## src/rtl/ulfc_pkg.sv

```systemverilog
// shared constants and types for the line format control block
package ulfc_pkg;

    // register byte offsets
    localparam logic [7:0] ULFC_OFS_DATA      = 8'h00;
    localparam logic [7:0] ULFC_OFS_DIV_HIGH  = 8'h04;
    localparam logic [7:0] ULFC_OFS_LINE_CTRL = 8'h0C;
    localparam logic [7:0] ULFC_OFS_MODEM     = 8'h10;
    localparam logic [7:0] ULFC_OFS_STATUS    = 8'h1C;

    // line_control field positions
    localparam int ULFC_LC_DIV_ACCESS = 7;
    localparam int ULFC_LC_BREAK      = 6;
    localparam int ULFC_LC_EVEN       = 4;
    localparam int ULFC_LC_PAR_EN     = 3;
    localparam int ULFC_LC_STOP       = 2;

    // modem_control field positions and writable bits
    localparam int         ULFC_MC_LOOP = 4;
    localparam int         ULFC_MC_SIR  = 6;
    localparam logic [7:0] ULFC_MC_MASK = 8'h50;

    // transceiver_status field positions
    localparam int ULFC_ST_BUSY     = 0;
    localparam int ULFC_ST_RX_READY = 1;
    localparam int ULFC_ST_PAR_ERR  = 2;
    localparam int ULFC_ST_FRM_ERR  = 3;
    localparam int ULFC_ST_TX_EMPTY = 4;

    // reset values
    localparam logic [7:0]  ULFC_LC_RESET  = 8'h00;
    localparam logic [7:0]  ULFC_MC_RESET  = 8'h00;
    localparam logic [15:0] ULFC_DIV_RESET = 16'h0000;

    // cycle counts in oversample ticks, given as last index; ULFC_IR_TICKS is a tick count, ULFC_LEN_BASE a data bit index
    localparam logic [5:0] ULFC_HALF_LAST   = 6'h07;
    localparam logic [5:0] ULFC_BIT_LAST    = 6'h0F;
    localparam logic [5:0] ULFC_STOP15_LAST = 6'h17;
    localparam logic [5:0] ULFC_STOP2_LAST  = 6'h1F;
    localparam logic [3:0] ULFC_PHASE_LAST  = 4'hF;
    localparam logic [3:0] ULFC_IR_TICKS    = 4'h3;
    localparam logic [2:0] ULFC_LEN_BASE    = 3'h4;

    typedef enum logic [2:0] {
        ULFC_IDLE,
        ULFC_START,
        ULFC_DATA,
        ULFC_PARITY,
        ULFC_STOP
    } ulfc_state_type;

endpackage

```

## src/rtl/ulfc_tx.sv

```systemverilog
// character serializer: start, data, optional parity, stop bits
`timescale 1ns/1ps
module ulfc_tx (
    input  wire logic       clk,        // system clock
    input  wire logic       rst_n,      // sync reset, active low
    input  wire logic       tick,       // oversample tick
    input  wire logic       start,      // begin a character
    input  wire logic [7:0] data,       // character to send
    input  wire logic [1:0] data_len,   // data_length_field
    input  wire logic       parity_en,  // parity_enable_bit
    input  wire logic       even_sel,   // even parity select
    input  wire logic       stop_sel,   // extra stop bits
    output logic            line,       // serial level, idle high
    output logic            busy        // character in progress
);
    import ulfc_pkg::*;

    ulfc_state_type state_reg;
    logic [5:0]     cnt_reg;
    logic [2:0]     idx_reg;
    logic [7:0]     shift_reg;
    logic           par_reg;
    logic [7:0]     masked;
    logic [2:0]     data_last;
    logic [5:0]     stop_last;
    logic [5:0]     cnt_last;
    logic           line_next;

    assign data_last = 3'({1'b0, data_len}) + ULFC_LEN_BASE;
    assign masked    = data & (8'hFF >> (2'h3 - data_len));
    // one, one and a half or two stops
    assign stop_last = !stop_sel ? ULFC_BIT_LAST :
                       (data_len == 2'h0) ? ULFC_STOP15_LAST :
                       ULFC_STOP2_LAST;
    assign cnt_last  = (state_reg == ULFC_STOP) ? stop_last : ULFC_BIT_LAST;
    assign busy      = (state_reg != ULFC_IDLE);

    always_ff @(posedge clk) begin
        if (!rst_n) begin
            state_reg <= ULFC_IDLE;
            cnt_reg   <= 6'h00;
            idx_reg   <= 3'h0;
            shift_reg <= 8'h00;
            par_reg   <= 1'b0;
        end else begin
            case (state_reg)
                ULFC_IDLE: begin
                    if (start) begin
                        state_reg <= ULFC_START;
                        cnt_reg   <= 6'h00;
                        shift_reg <= masked;
                        par_reg   <= even_sel ? ^masked : ~^masked;
                    end
                end
                default: begin
                    if (tick && cnt_reg != cnt_last) begin
                        cnt_reg <= cnt_reg + 6'h01;
                    end else if (tick) begin
                        cnt_reg <= 6'h00;
                        case (state_reg)
                            ULFC_START: begin
                                state_reg <= ULFC_DATA;
                                idx_reg   <= 3'h0;
                            end
                            ULFC_DATA: begin
                                shift_reg <= shift_reg >> 1;
                                idx_reg   <= idx_reg + 3'h1;
                                if (idx_reg == data_last) begin
                                    state_reg <= parity_en ? ULFC_PARITY
                                                           : ULFC_STOP;
                                end
                            end
                            ULFC_PARITY: state_reg <= ULFC_STOP;
                            default:     state_reg <= ULFC_IDLE;
                        endcase
                    end
                end
            endcase
        end
    end

    always_comb begin
        case (state_reg)
            ULFC_START:  line_next = 1'b0;
            ULFC_DATA:   line_next = shift_reg[0];
            ULFC_PARITY: line_next = par_reg;
            default:     line_next = 1'b1;
        endcase
    end

    always_ff @(posedge clk) begin
        if (!rst_n) begin
            line <= 1'b1;
        end else begin
            line <= line_next;
        end
    end
endmodule

```

## src/rtl/ulfc_line_ctrl.sv

```systemverilog
// line format control: registers, baud tick, break, loopback, receiver
//
// Contract
// - format fields writable only when not busy
// - divisor access bit maps divisor latches
// - break forces serial output low; in loopback the code holds sout high instead
// - break with infrared pulses infrared output
// - loopback feeds break inward, infrared low
// - parity enable adds and checks parity
// - parity sense selects even or odd
// - stop field gives one, 1.5, two
// - receiver checks only first stop bit
// - data length field sets five to eight
// - reserved line control bits read zero
// - loopback returns output to input internally
//
// Added by the designer: the plain strobed port.
`timescale 1ns/1ps
module ulfc_line_ctrl (
    input  wire logic        clk,       // system clock, 100 MHz
    input  wire logic        rst_n,     // sync reset, active low
    input  wire logic [7:0]  addr,      // register byte address
    input  wire logic [31:0] wdata,     // write data
    input  wire logic        wr,        // write strobe
    input  wire logic        rd,        // read strobe
    output logic      [31:0] rdata,     // read data, cycle after rd
    input  wire logic        sin,       // serial input pin
    output logic             sout,      // serial output pin
    output logic             ir_out_n,  // infrared pulse output
    output logic             busy       // transceiver busy
);
    import ulfc_pkg::*;

    logic [7:0]     lc_reg;
    logic [7:0]     mc_reg;
    logic [15:0]    div_reg;
    logic [15:0]    div_cnt_reg;
    logic           tick_reg;
    logic [3:0]     ph_reg;
    logic [7:0]     thr_reg;
    logic           thr_valid_reg;
    logic           sin_meta_reg;
    logic           sin_sync_reg;
    ulfc_state_type rx_state_reg;
    logic [5:0]     rx_cnt_reg;
    logic [2:0]     rx_idx_reg;
    logic [7:0]     rx_shift_reg;
    logic           rx_par_reg;
    logic [7:0]     rbr_reg;
    logic           rx_ready_reg;
    logic           perr_reg;
    logic           ferr_reg;
    logic           tx_line;
    logic           tx_busy;
    logic           tx_start;
    logic           busy_now;
    logic           dlab;
    logic           brk;
    logic           loop;
    logic           sir;
    logic           eff_line;
    logic           rx_in;
    logic           rx_done;
    logic           rx_perr;
    logic [2:0]     rx_last;
    logic           wr_lc;
    logic           wr_data;
    logic           rd_data;
    logic           rd_status;
    logic [31:0]    rdata_next;

    assign dlab      = lc_reg[ULFC_LC_DIV_ACCESS];
    assign brk       = lc_reg[ULFC_LC_BREAK];
    assign loop      = mc_reg[ULFC_MC_LOOP];
    assign sir       = mc_reg[ULFC_MC_SIR];
    assign busy_now  = tx_busy | thr_valid_reg
                     | (rx_state_reg != ULFC_IDLE);
    assign wr_lc     = wr && addr == ULFC_OFS_LINE_CTRL;
    assign wr_data   = wr && addr == ULFC_OFS_DATA && !dlab;
    assign rd_data   = rd && addr == ULFC_OFS_DATA && !dlab;
    assign rd_status = rd && addr == ULFC_OFS_STATUS;

    // line_control: break always, format fields gated
    always_ff @(posedge clk) begin
        if (!rst_n) begin
            lc_reg <= ULFC_LC_RESET;
        end else if (wr_lc) begin
            lc_reg[ULFC_LC_BREAK] <= wdata[ULFC_LC_BREAK];
            // busy write leaves fields as they were
            if (!busy_now) begin
                lc_reg[ULFC_LC_DIV_ACCESS] <= wdata[ULFC_LC_DIV_ACCESS];
                lc_reg[ULFC_LC_EVEN:0]     <= wdata[ULFC_LC_EVEN:0];
            end
        end
    end

    always_ff @(posedge clk) begin
        if (!rst_n) begin
            mc_reg <= ULFC_MC_RESET;
        end else if (wr && addr == ULFC_OFS_MODEM) begin
            mc_reg <= wdata[7:0] & ULFC_MC_MASK;
        end
    end

    // divisor latches reached through access bit
    always_ff @(posedge clk) begin
        if (!rst_n) begin
            div_reg <= ULFC_DIV_RESET;
        end else if (wr && dlab && addr == ULFC_OFS_DATA) begin
            div_reg[7:0] <= wdata[7:0];
        end else if (wr && dlab && addr == ULFC_OFS_DIV_HIGH) begin
            div_reg[15:8] <= wdata[7:0];
        end
    end

    // oversample tick, stopped while divisor is zero
    always_ff @(posedge clk) begin
        if (!rst_n) begin
            div_cnt_reg <= 16'h0000;
            tick_reg    <= 1'b0;
        end else if (div_reg == 16'h0000
                     || div_cnt_reg >= div_reg - 16'h0001) begin
            div_cnt_reg <= 16'h0000;
            tick_reg    <= (div_reg != 16'h0000);
        end else begin
            div_cnt_reg <= div_cnt_reg + 16'h0001;
            tick_reg    <= 1'b0;
        end
    end

    always_ff @(posedge clk) begin
        if (!rst_n) begin
            ph_reg <= 4'h0;
        end else if (tick_reg) begin
            ph_reg <= ph_reg + 4'h1;
        end
    end

    // transmit holding register; starts on a bit boundary
    assign tx_start = thr_valid_reg && !tx_busy && tick_reg
                    && ph_reg == ULFC_PHASE_LAST;

    always_ff @(posedge clk) begin
        if (!rst_n) begin
            thr_reg       <= 8'h00;
            thr_valid_reg <= 1'b0;
        end else if (wr_data && !thr_valid_reg) begin
            thr_reg       <= wdata[7:0];
            thr_valid_reg <= 1'b1;
        end else if (tx_start) begin
            thr_valid_reg <= 1'b0;
        end
    end

    ulfc_tx u_tx (
        .clk       (clk),
        .rst_n     (rst_n),
        .tick      (tick_reg),
        .start     (tx_start),
        .data      (thr_reg),
        .data_len  (lc_reg[1:0]),
        .parity_en (lc_reg[ULFC_LC_PAR_EN]),
        .even_sel  (lc_reg[ULFC_LC_EVEN]),
        .stop_sel  (lc_reg[ULFC_LC_STOP]),
        .line      (tx_line),
        .busy      (tx_busy)
    );

    assign eff_line = tx_line & ~brk;

    // output pins
    always_ff @(posedge clk) begin
        if (!rst_n) begin
            sout     <= 1'b1;
            ir_out_n <= 1'b1;
            busy     <= 1'b0;
        end else begin
            // break spaces the line unless looped back
            sout     <= loop | eff_line;
            // infrared pulse on each spacing bit time
            // infrared output held low in loopback
            ir_out_n <= !loop && !(sir && !eff_line
                                   && ph_reg < ULFC_IR_TICKS);
            busy     <= busy_now;
        end
    end

    // receive path; pin passes two flops first
    always_ff @(posedge clk) begin
        if (!rst_n) begin
            sin_meta_reg <= 1'b1;
            sin_sync_reg <= 1'b1;
        end else begin
            sin_meta_reg <= sin;
            sin_sync_reg <= sin_meta_reg;
        end
    end

    assign rx_in   = loop ? eff_line : sin_sync_reg;
    assign rx_last = 3'({1'b0, lc_reg[1:0]}) + ULFC_LEN_BASE;
    assign rx_done = rx_state_reg == ULFC_STOP && tick_reg
                   && rx_cnt_reg == ULFC_BIT_LAST;
    // even sense wants an even count of ones
    assign rx_perr = lc_reg[ULFC_LC_PAR_EN]
                   & (^rx_shift_reg ^ rx_par_reg ^ ~lc_reg[ULFC_LC_EVEN]);

    always_ff @(posedge clk) begin
        if (!rst_n) begin
            rx_state_reg <= ULFC_IDLE;
            rx_cnt_reg   <= 6'h00;
            rx_idx_reg   <= 3'h0;
            rx_shift_reg <= 8'h00;
            rx_par_reg   <= 1'b0;
        end else if (tick_reg) begin
            case (rx_state_reg)
                ULFC_IDLE: begin
                    rx_cnt_reg <= 6'h00;
                    if (!rx_in) begin
                        rx_state_reg <= ULFC_START;
                    end
                end
                ULFC_START: begin
                    rx_cnt_reg <= rx_cnt_reg + 6'h01;
                    if (rx_cnt_reg == ULFC_HALF_LAST) begin
                        rx_cnt_reg   <= 6'h00;
                        rx_idx_reg   <= 3'h0;
                        rx_shift_reg <= 8'h00;
                        rx_state_reg <= rx_in ? ULFC_IDLE : ULFC_DATA;
                    end
                end
                default: begin
                    rx_cnt_reg <= rx_cnt_reg + 6'h01;
                    if (rx_cnt_reg == ULFC_BIT_LAST) begin
                        rx_cnt_reg <= 6'h00;
                        case (rx_state_reg)
                            ULFC_DATA: begin
                                rx_shift_reg[rx_idx_reg] <= rx_in;
                                rx_idx_reg <= rx_idx_reg + 3'h1;
                                if (rx_idx_reg == rx_last) begin
                                    rx_state_reg <=
                                        lc_reg[ULFC_LC_PAR_EN]
                                        ? ULFC_PARITY : ULFC_STOP;
                                end
                            end
                            ULFC_PARITY: begin
                                rx_par_reg   <= rx_in;
                                rx_state_reg <= ULFC_STOP;
                            end
                            // done after the first stop bit
                            default: rx_state_reg <= ULFC_IDLE;
                        endcase
                    end
                end
            endcase
        end
    end

    // receive flags; a new character wins over a clearing read
    always_ff @(posedge clk) begin
        if (!rst_n) begin
            rbr_reg      <= 8'h00;
            rx_ready_reg <= 1'b0;
            perr_reg     <= 1'b0;
            ferr_reg     <= 1'b0;
        end else begin
            if (rx_done) begin
                rbr_reg      <= rx_shift_reg;
                rx_ready_reg <= 1'b1;
            end else if (rd_data) begin
                rx_ready_reg <= 1'b0;
            end
            if (rx_done && (rx_perr || !rx_in)) begin
                perr_reg <= perr_reg | rx_perr;
                ferr_reg <= ferr_reg | !rx_in;
            end else if (rd_status) begin
                perr_reg <= 1'b0;
                ferr_reg <= 1'b0;
            end
        end
    end

    // read mux, registered
    always_comb begin
        rdata_next = 32'h0000_0000;
        case (addr)
            ULFC_OFS_DATA:
                rdata_next[7:0] = dlab ? div_reg[7:0] : rbr_reg;
            ULFC_OFS_DIV_HIGH:
                rdata_next[7:0] = dlab ? div_reg[15:8] : 8'h00;
            // bit 5 and upper bits read zero
            ULFC_OFS_LINE_CTRL:
                rdata_next[7:0] = lc_reg & 8'hDF;
            ULFC_OFS_MODEM:
                rdata_next[7:0] = mc_reg;
            ULFC_OFS_STATUS: begin
                rdata_next[ULFC_ST_BUSY]     = busy_now;
                rdata_next[ULFC_ST_RX_READY] = rx_ready_reg;
                rdata_next[ULFC_ST_PAR_ERR]  = perr_reg;
                rdata_next[ULFC_ST_FRM_ERR]  = ferr_reg;
                rdata_next[ULFC_ST_TX_EMPTY] = !thr_valid_reg;
            end
            default: rdata_next = 32'h0000_0000;
        endcase
    end

    always_ff @(posedge clk) begin
        if (!rst_n) begin
            rdata <= 32'h0000_0000;
        end else begin
            rdata <= rd ? rdata_next : 32'h0000_0000;
        end
    end
endmodule

```

## config.mk

```make
export PLATFORM = sky130hd
export DESIGN_NAME = ulfc_line_ctrl
export DESIGN_NICKNAME = d
export VERILOG_FILES = /design/src/rtl/ulfc_pkg.sv /design/src/rtl/ulfc_tx.sv /design/src/rtl/ulfc_line_ctrl.sv
export SDC_FILE = /design/constraint.sdc
export NUM_CORES = 1
export LEC_CHECK = 0
export BUFFER_PORTS_ARGS = -buffer_cell sky130_fd_sc_hd__buf_2
export CAP_MARGIN = 25
export CORE_ASPECT_RATIO = 1.1
export CORE_MARGIN = 2
export CORE_UTILIZATION = 25
export CTS_CLUSTER_DIAMETER = 60
export DETAILED_ROUTE_END_ITERATION = 7
export GPL_TIMING_DRIVEN = 0
export PLACE_DENSITY = 0.46
export SETUP_SLACK_MARGIN = 0.15
export SYNTH_ARGS = -nofsm -noshare
export SYNTH_HDL_FRONTEND = slang
export SYNTH_SLANG_ARGS = --single-unit
```

## constraint.sdc

```tcl
create_clock -name clk -period 7.3 [get_ports clk]
set_clock_uncertainty 0.1 [all_clocks]
set_input_delay 0.365 -clock clk [delete_from_list [all_inputs] [get_ports clk]]
set_output_delay 0.365 -clock clk [all_outputs]
set_load 0.05 [all_outputs]
```

==> results.txt <==
The weighted congestion reported at the end of routability-driven placement is 0.780. Entering global routing, the biggest net connects 17 pins. The total of endpoints with negative setup slack in the final report is 0. The final non-filler cell total came out at 1225. The combinational family with the most area after synthesis is simple AND/OR/NAND/NOR gates. The launch instance of the worst register-to-register path is div_reg[6]. The initial core utilization came out at 0.253. The via count of the first global-routing pass is 5280.

Leaving out fill and tap cells, the most frequent cells in the layout are sky130_fd_sc_hd__dfxtp_1 (122), sky130_fd_sc_hd__nor2_1 (99), sky130_fd_sc_hd__nand2_1 (97). The count of buffers inserted at the top-level ports is 30. The cell count after synthesis is 788.

For this design, the CTS-stage hold fixing added 0 buffers. The area overhead of the layout relative to synthesis came out at 19.2%. The switching share of total power came out at 0.245. The final layout contains 929 nets. The worst hold path belongs to the class in -> reg. The most used flip-flop cell after synthesis is sky130_fd_sc_hd__dfxtp_1. The share of power burned in combinational logic is 0.048.

The number of clock sinks seen by CTS came out at 122. The simple logic cell fraction of the synthesized area is 0.251. The critical path goes through or4_4 > or4_4 > or3_4 > nor3_2 > xnor2_1 > ha_1 > nand4_1 > nor2_1 > a221o_1 > clkbuf_1 > nor2_1. Along the worst path, the maximum fanout reaches 10.

The final worst setup slack is 3.72 ns. The total iterations of the first detailed-routing run came out at 4. The floorplan step defined a core boundary enclosing 25900 um2. The number of antenna violations at the first check in global routing is 1. The slew at the pin with the worst max-slew slack came out at 0.867 ns. The critical path endpoint category is a flip-flop. The root cell of the clock tree is sky130_fd_sc_hd__clkbuf_16. Yosys printed 0 warnings.

The clock buffer count from CTS came out at 17. The largest individual stage delay along the critical path comes from the cell sky130_fd_sc_hd__or4_4. The share of post-route cells with drive strength above 1 came out at 0.124. Once layout is complete, the utilization of the core stands at 0.301. The worst register-to-register path has a depth of 11.

The number of different library cells used by synthesis comes to 69. The width of the die is 158 um. The instance count after placement with tap cells included came out at 1193. The count of nets left with antenna violations once routing finished came out at 0.

The number of failing hold endpoints at the final stage is 0. The vias after detailed routing came out at 5501. The fraction of synthesized cell area in xor and xnor cells is 0.0757. At the worst endpoint, the required time is 7.49 ns.

Of the total synthesized cell area, the portion taken by full adders, half adders and majority gates is 0.0459. The net switching power of the design is 0.000386 W. The number of slew-limit violations in the final report is 0.

The synthesized area per cell came out at 8.31 um2. The number of enable-type register cells in the synthesized netlist came out at 0. The complex-gate fraction of the synthesized area came out at 0.130.

The cell family contributing the most delay on the critical path is simple AND/OR/NAND/NOR gates. The DRC violation count after routing is 0. The leftover overflow at the end of global routing came out at 0. The height of the die is 174 um. The share of the Yosys chip area taken by registers is 0.373.

The endpoint identified for the worst register-to-register timing path is div_cnt_reg[10]. The worst setup path is of the reg -> reg kind. The TritonCTS clock tree is yes. The boundary pin count is 80.

The critical path depth in cells came out at 11. The critical path starts at div_reg[6]. The overall die area came out at 27500 um2.

Based on the critical path, the design can be clocked at up to 279 MHz. Max-cap violations in this run came to 0. The maximum resistive drop on vdd is 0.000134 V.

For this run, asynchronously set or reset flops after synthesis account for 0. Headroom to the max-slew limit came out at 0.418. The H-tree level count came out at 4.

The first global-routing pass estimated 28800 um of wire. The total routing usage reported by global routing came out at 0.136. The violation count after the first detailed-route iteration is 294.

The share of the cycle needed by the critical path after routing is 0.491. The share of total power dissipated in the clock network is 0.528. The pre-CTS setup slack came out at 3.69 ns. In the final routed layout, each cell accounts on average for 14.7 um. The sum of net half-perimeters after detailed placement came out at 13500 um. After detailed routing, the number of vias per cell comes to 4.49. The area of the mapped netlist came out at 6550 um2. The number of buffers on the longest clock path came out at 2.

The run finished with clean final reports. The part of the total power dissipated in sequential elements came out at 0.424. The number of buffers and inverters on the critical path is 1.

The library cell used most frequently in the layout, excluding fill and tap cells, is sky130_fd_sc_hd__dfxtp_1. Power spread over the standard cell area amounts to 202 nW/um2. The total setup buffers inserted after CTS is 0. After synthesis, the share of cell area in mux cells is 0.0655.

The arrival time reported for the critical path endpoint is 3.77 ns. Internal power comes to 0.00119 W. The standby leakage power came out at 2.96 nW. The final wirelength is 18100 um.

The worst setup path is launched from a flip-flop. The clock edge transition at the registers on the reported setup and hold paths is 0.06 ns. Gates resized during post-CTS repair numbered 0. Setup total negative slack on the finished layout was measured at 0 ns. The cell row count is 62. In this run the worst setup path terminates at div_cnt_reg[10]. Setup repair after global routing left no endpoint under its margin. For the worst-skew pair, the clock arrives at the later sink with an insertion delay of 0.42 ns.

The minimum setup slack among reg-to-reg paths is 3.72 ns. The number of synthesized register bits is 122. The clock period could shrink to 3.58 ns. The largest stage delay on the critical path came out at 0.57 ns.
==> routing by layer <==
metal	wire, um	part of all wire	GRT usage	vias up
li1	-	-	-	2865
met1	8780	0.49	0.185	2550
met2	8490	0.47	0.217	82
met3	702	0.039	0.0305	4
met4	101	0.0056	0.0353	0
met5	0	0	0	-
==> cells by family (layout without fill, tap and decap cells) <==
kind of cell               after synthesis  in the layout
and+or+nand+nor                        337            337
AOI/OAI and AO/OA                      133            133
DFF                                    122            122
buffers and inverters                   74            135
xor gates and xnor gates                55             55
muxes                                   42             42
adders and majority gates               24             24
other                                    1             25
==> through the flow <==
step	total power (W)	cell area [um2]	hold WS [ns]
2_1_floorplan	0.000735	6640	0.286
3_3_place_gp	0.000758	7230	0.289
3_5_place_dp	0.000757	7230	0.300
4_1_cts	0.00159	7800	0.00592
5_1_grt	0.00163	7800	0.0116
6_report	0.00157	7800	0.0220
==> cell usage after synthesis, types with 2 or more instances <==
| library cell | count | area (um2) |
|---|---|---|
| sky130_fd_sc_hd__dfxtp_1 | 122 | 2440 |
| sky130_fd_sc_hd__nor2_1 | 99 | 372 |
| sky130_fd_sc_hd__nand2_1 | 97 | 364 |
| sky130_fd_sc_hd__a21oi_1 | 59 | 295 |
| sky130_fd_sc_hd__xnor2_1 | 44 | 385 |
| sky130_fd_sc_hd__nand3_1 | 38 | 190 |
| sky130_fd_sc_hd__mux2i_1 | 35 | 350 |
| sky130_fd_sc_hd__clkbuf_1 | 30 | 113 |
| sky130_fd_sc_hd__buf_4 | 24 | 180 |
| sky130_fd_sc_hd__ha_1 | 24 | 300 |
| sky130_fd_sc_hd__o21ai_0 | 21 | 105 |
| sky130_fd_sc_hd__nor3_1 | 17 | 85.1 |
| sky130_fd_sc_hd__inv_1 | 12 | 45.0 |
| sky130_fd_sc_hd__nand4_1 | 12 | 75.1 |
| sky130_fd_sc_hd__a211oi_1 | 10 | 75.1 |
| sky130_fd_sc_hd__nand2b_1 | 10 | 62.6 |
| sky130_fd_sc_hd__xor2_1 | 10 | 87.6 |
| sky130_fd_sc_hd__nor3b_1 | 8 | 60.1 |
| sky130_fd_sc_hd__mux2_2 | 7 | 78.8 |
| sky130_fd_sc_hd__nand3b_1 | 7 | 52.6 |
| sky130_fd_sc_hd__or3_1 | 7 | 43.8 |
| sky130_fd_sc_hd__and3_1 | 6 | 37.5 |
| sky130_fd_sc_hd__and4_1 | 5 | 43.8 |
| sky130_fd_sc_hd__nor2b_1 | 5 | 31.3 |
| sky130_fd_sc_hd__nor4_1 | 5 | 31.3 |
| sky130_fd_sc_hd__or4_1 | 5 | 37.5 |
| sky130_fd_sc_hd__a21o_1 | 4 | 30.0 |
| sky130_fd_sc_hd__o211ai_1 | 4 | 30.0 |
| sky130_fd_sc_hd__o22ai_1 | 4 | 25.0 |
| sky130_fd_sc_hd__a221oi_1 | 3 | 26.3 |
| sky130_fd_sc_hd__and2_1 | 3 | 18.8 |
| sky130_fd_sc_hd__buf_1 | 3 | 11.3 |
| sky130_fd_sc_hd__o311ai_0 | 3 | 26.3 |
| sky130_fd_sc_hd__a22oi_1 | 2 | 15.0 |
| sky130_fd_sc_hd__a31o_2 | 2 | 17.5 |
| sky130_fd_sc_hd__a31oi_1 | 2 | 12.5 |
| sky130_fd_sc_hd__buf_2 | 2 | 10.0 |
| sky130_fd_sc_hd__buf_6 | 2 | 22.5 |
| sky130_fd_sc_hd__o21a_1 | 2 | 15.0 |
| sky130_fd_sc_hd__o21ai_1 | 2 | 10.0 |
| sky130_fd_sc_hd__o31ai_1 | 2 | 15.0 |
| sky130_fd_sc_hd__or4_4 | 2 | 22.5 |
==> area by class of cell <==
cell class	instances	area, um2
tap	352	440
timing repair buffer	30	150
clock inverter	13	146
sequential	122	2440
fill	2850	18100
buffer	61	337
inverter	13	48.8
multi-input combinational	615	3810
antenna	1	2.50
clock buffer	18	429
==> power groups by stage <==
stage | clock network (W) | registers, W | logic [W]
finish | 0.000831 | 0.000667 | 0.0000759
global route | 0.000878 | 0.000667 | 0.0000808
CTS | 0.000848 | 0.000667 | 0.0000761
detailed placement | 0 | 0.000681 | 0.0000759
global placement | 0 | 0.000681 | 0.0000762
floorplan | 0 | 0.000681 | 0.0000536
==> worst min-delay path by stage <==
stage / from / to / slack (ns) / depth (start not counted)
finish: sin / sin_meta_reg / 0.02 / 2
global route: sin / sin_meta_reg / 0.01 / 2
CTS: sin / sin_meta_reg / 0.006 / 2
detailed placement: sin_meta_reg / sin_sync_reg / 0.30 / 1
global placement: sin_meta_reg / sin_sync_reg / 0.29 / 1
floorplan: sin_meta_reg / sin_sync_reg / 0.29 / 1
Power figures use the tool's default switching activity.
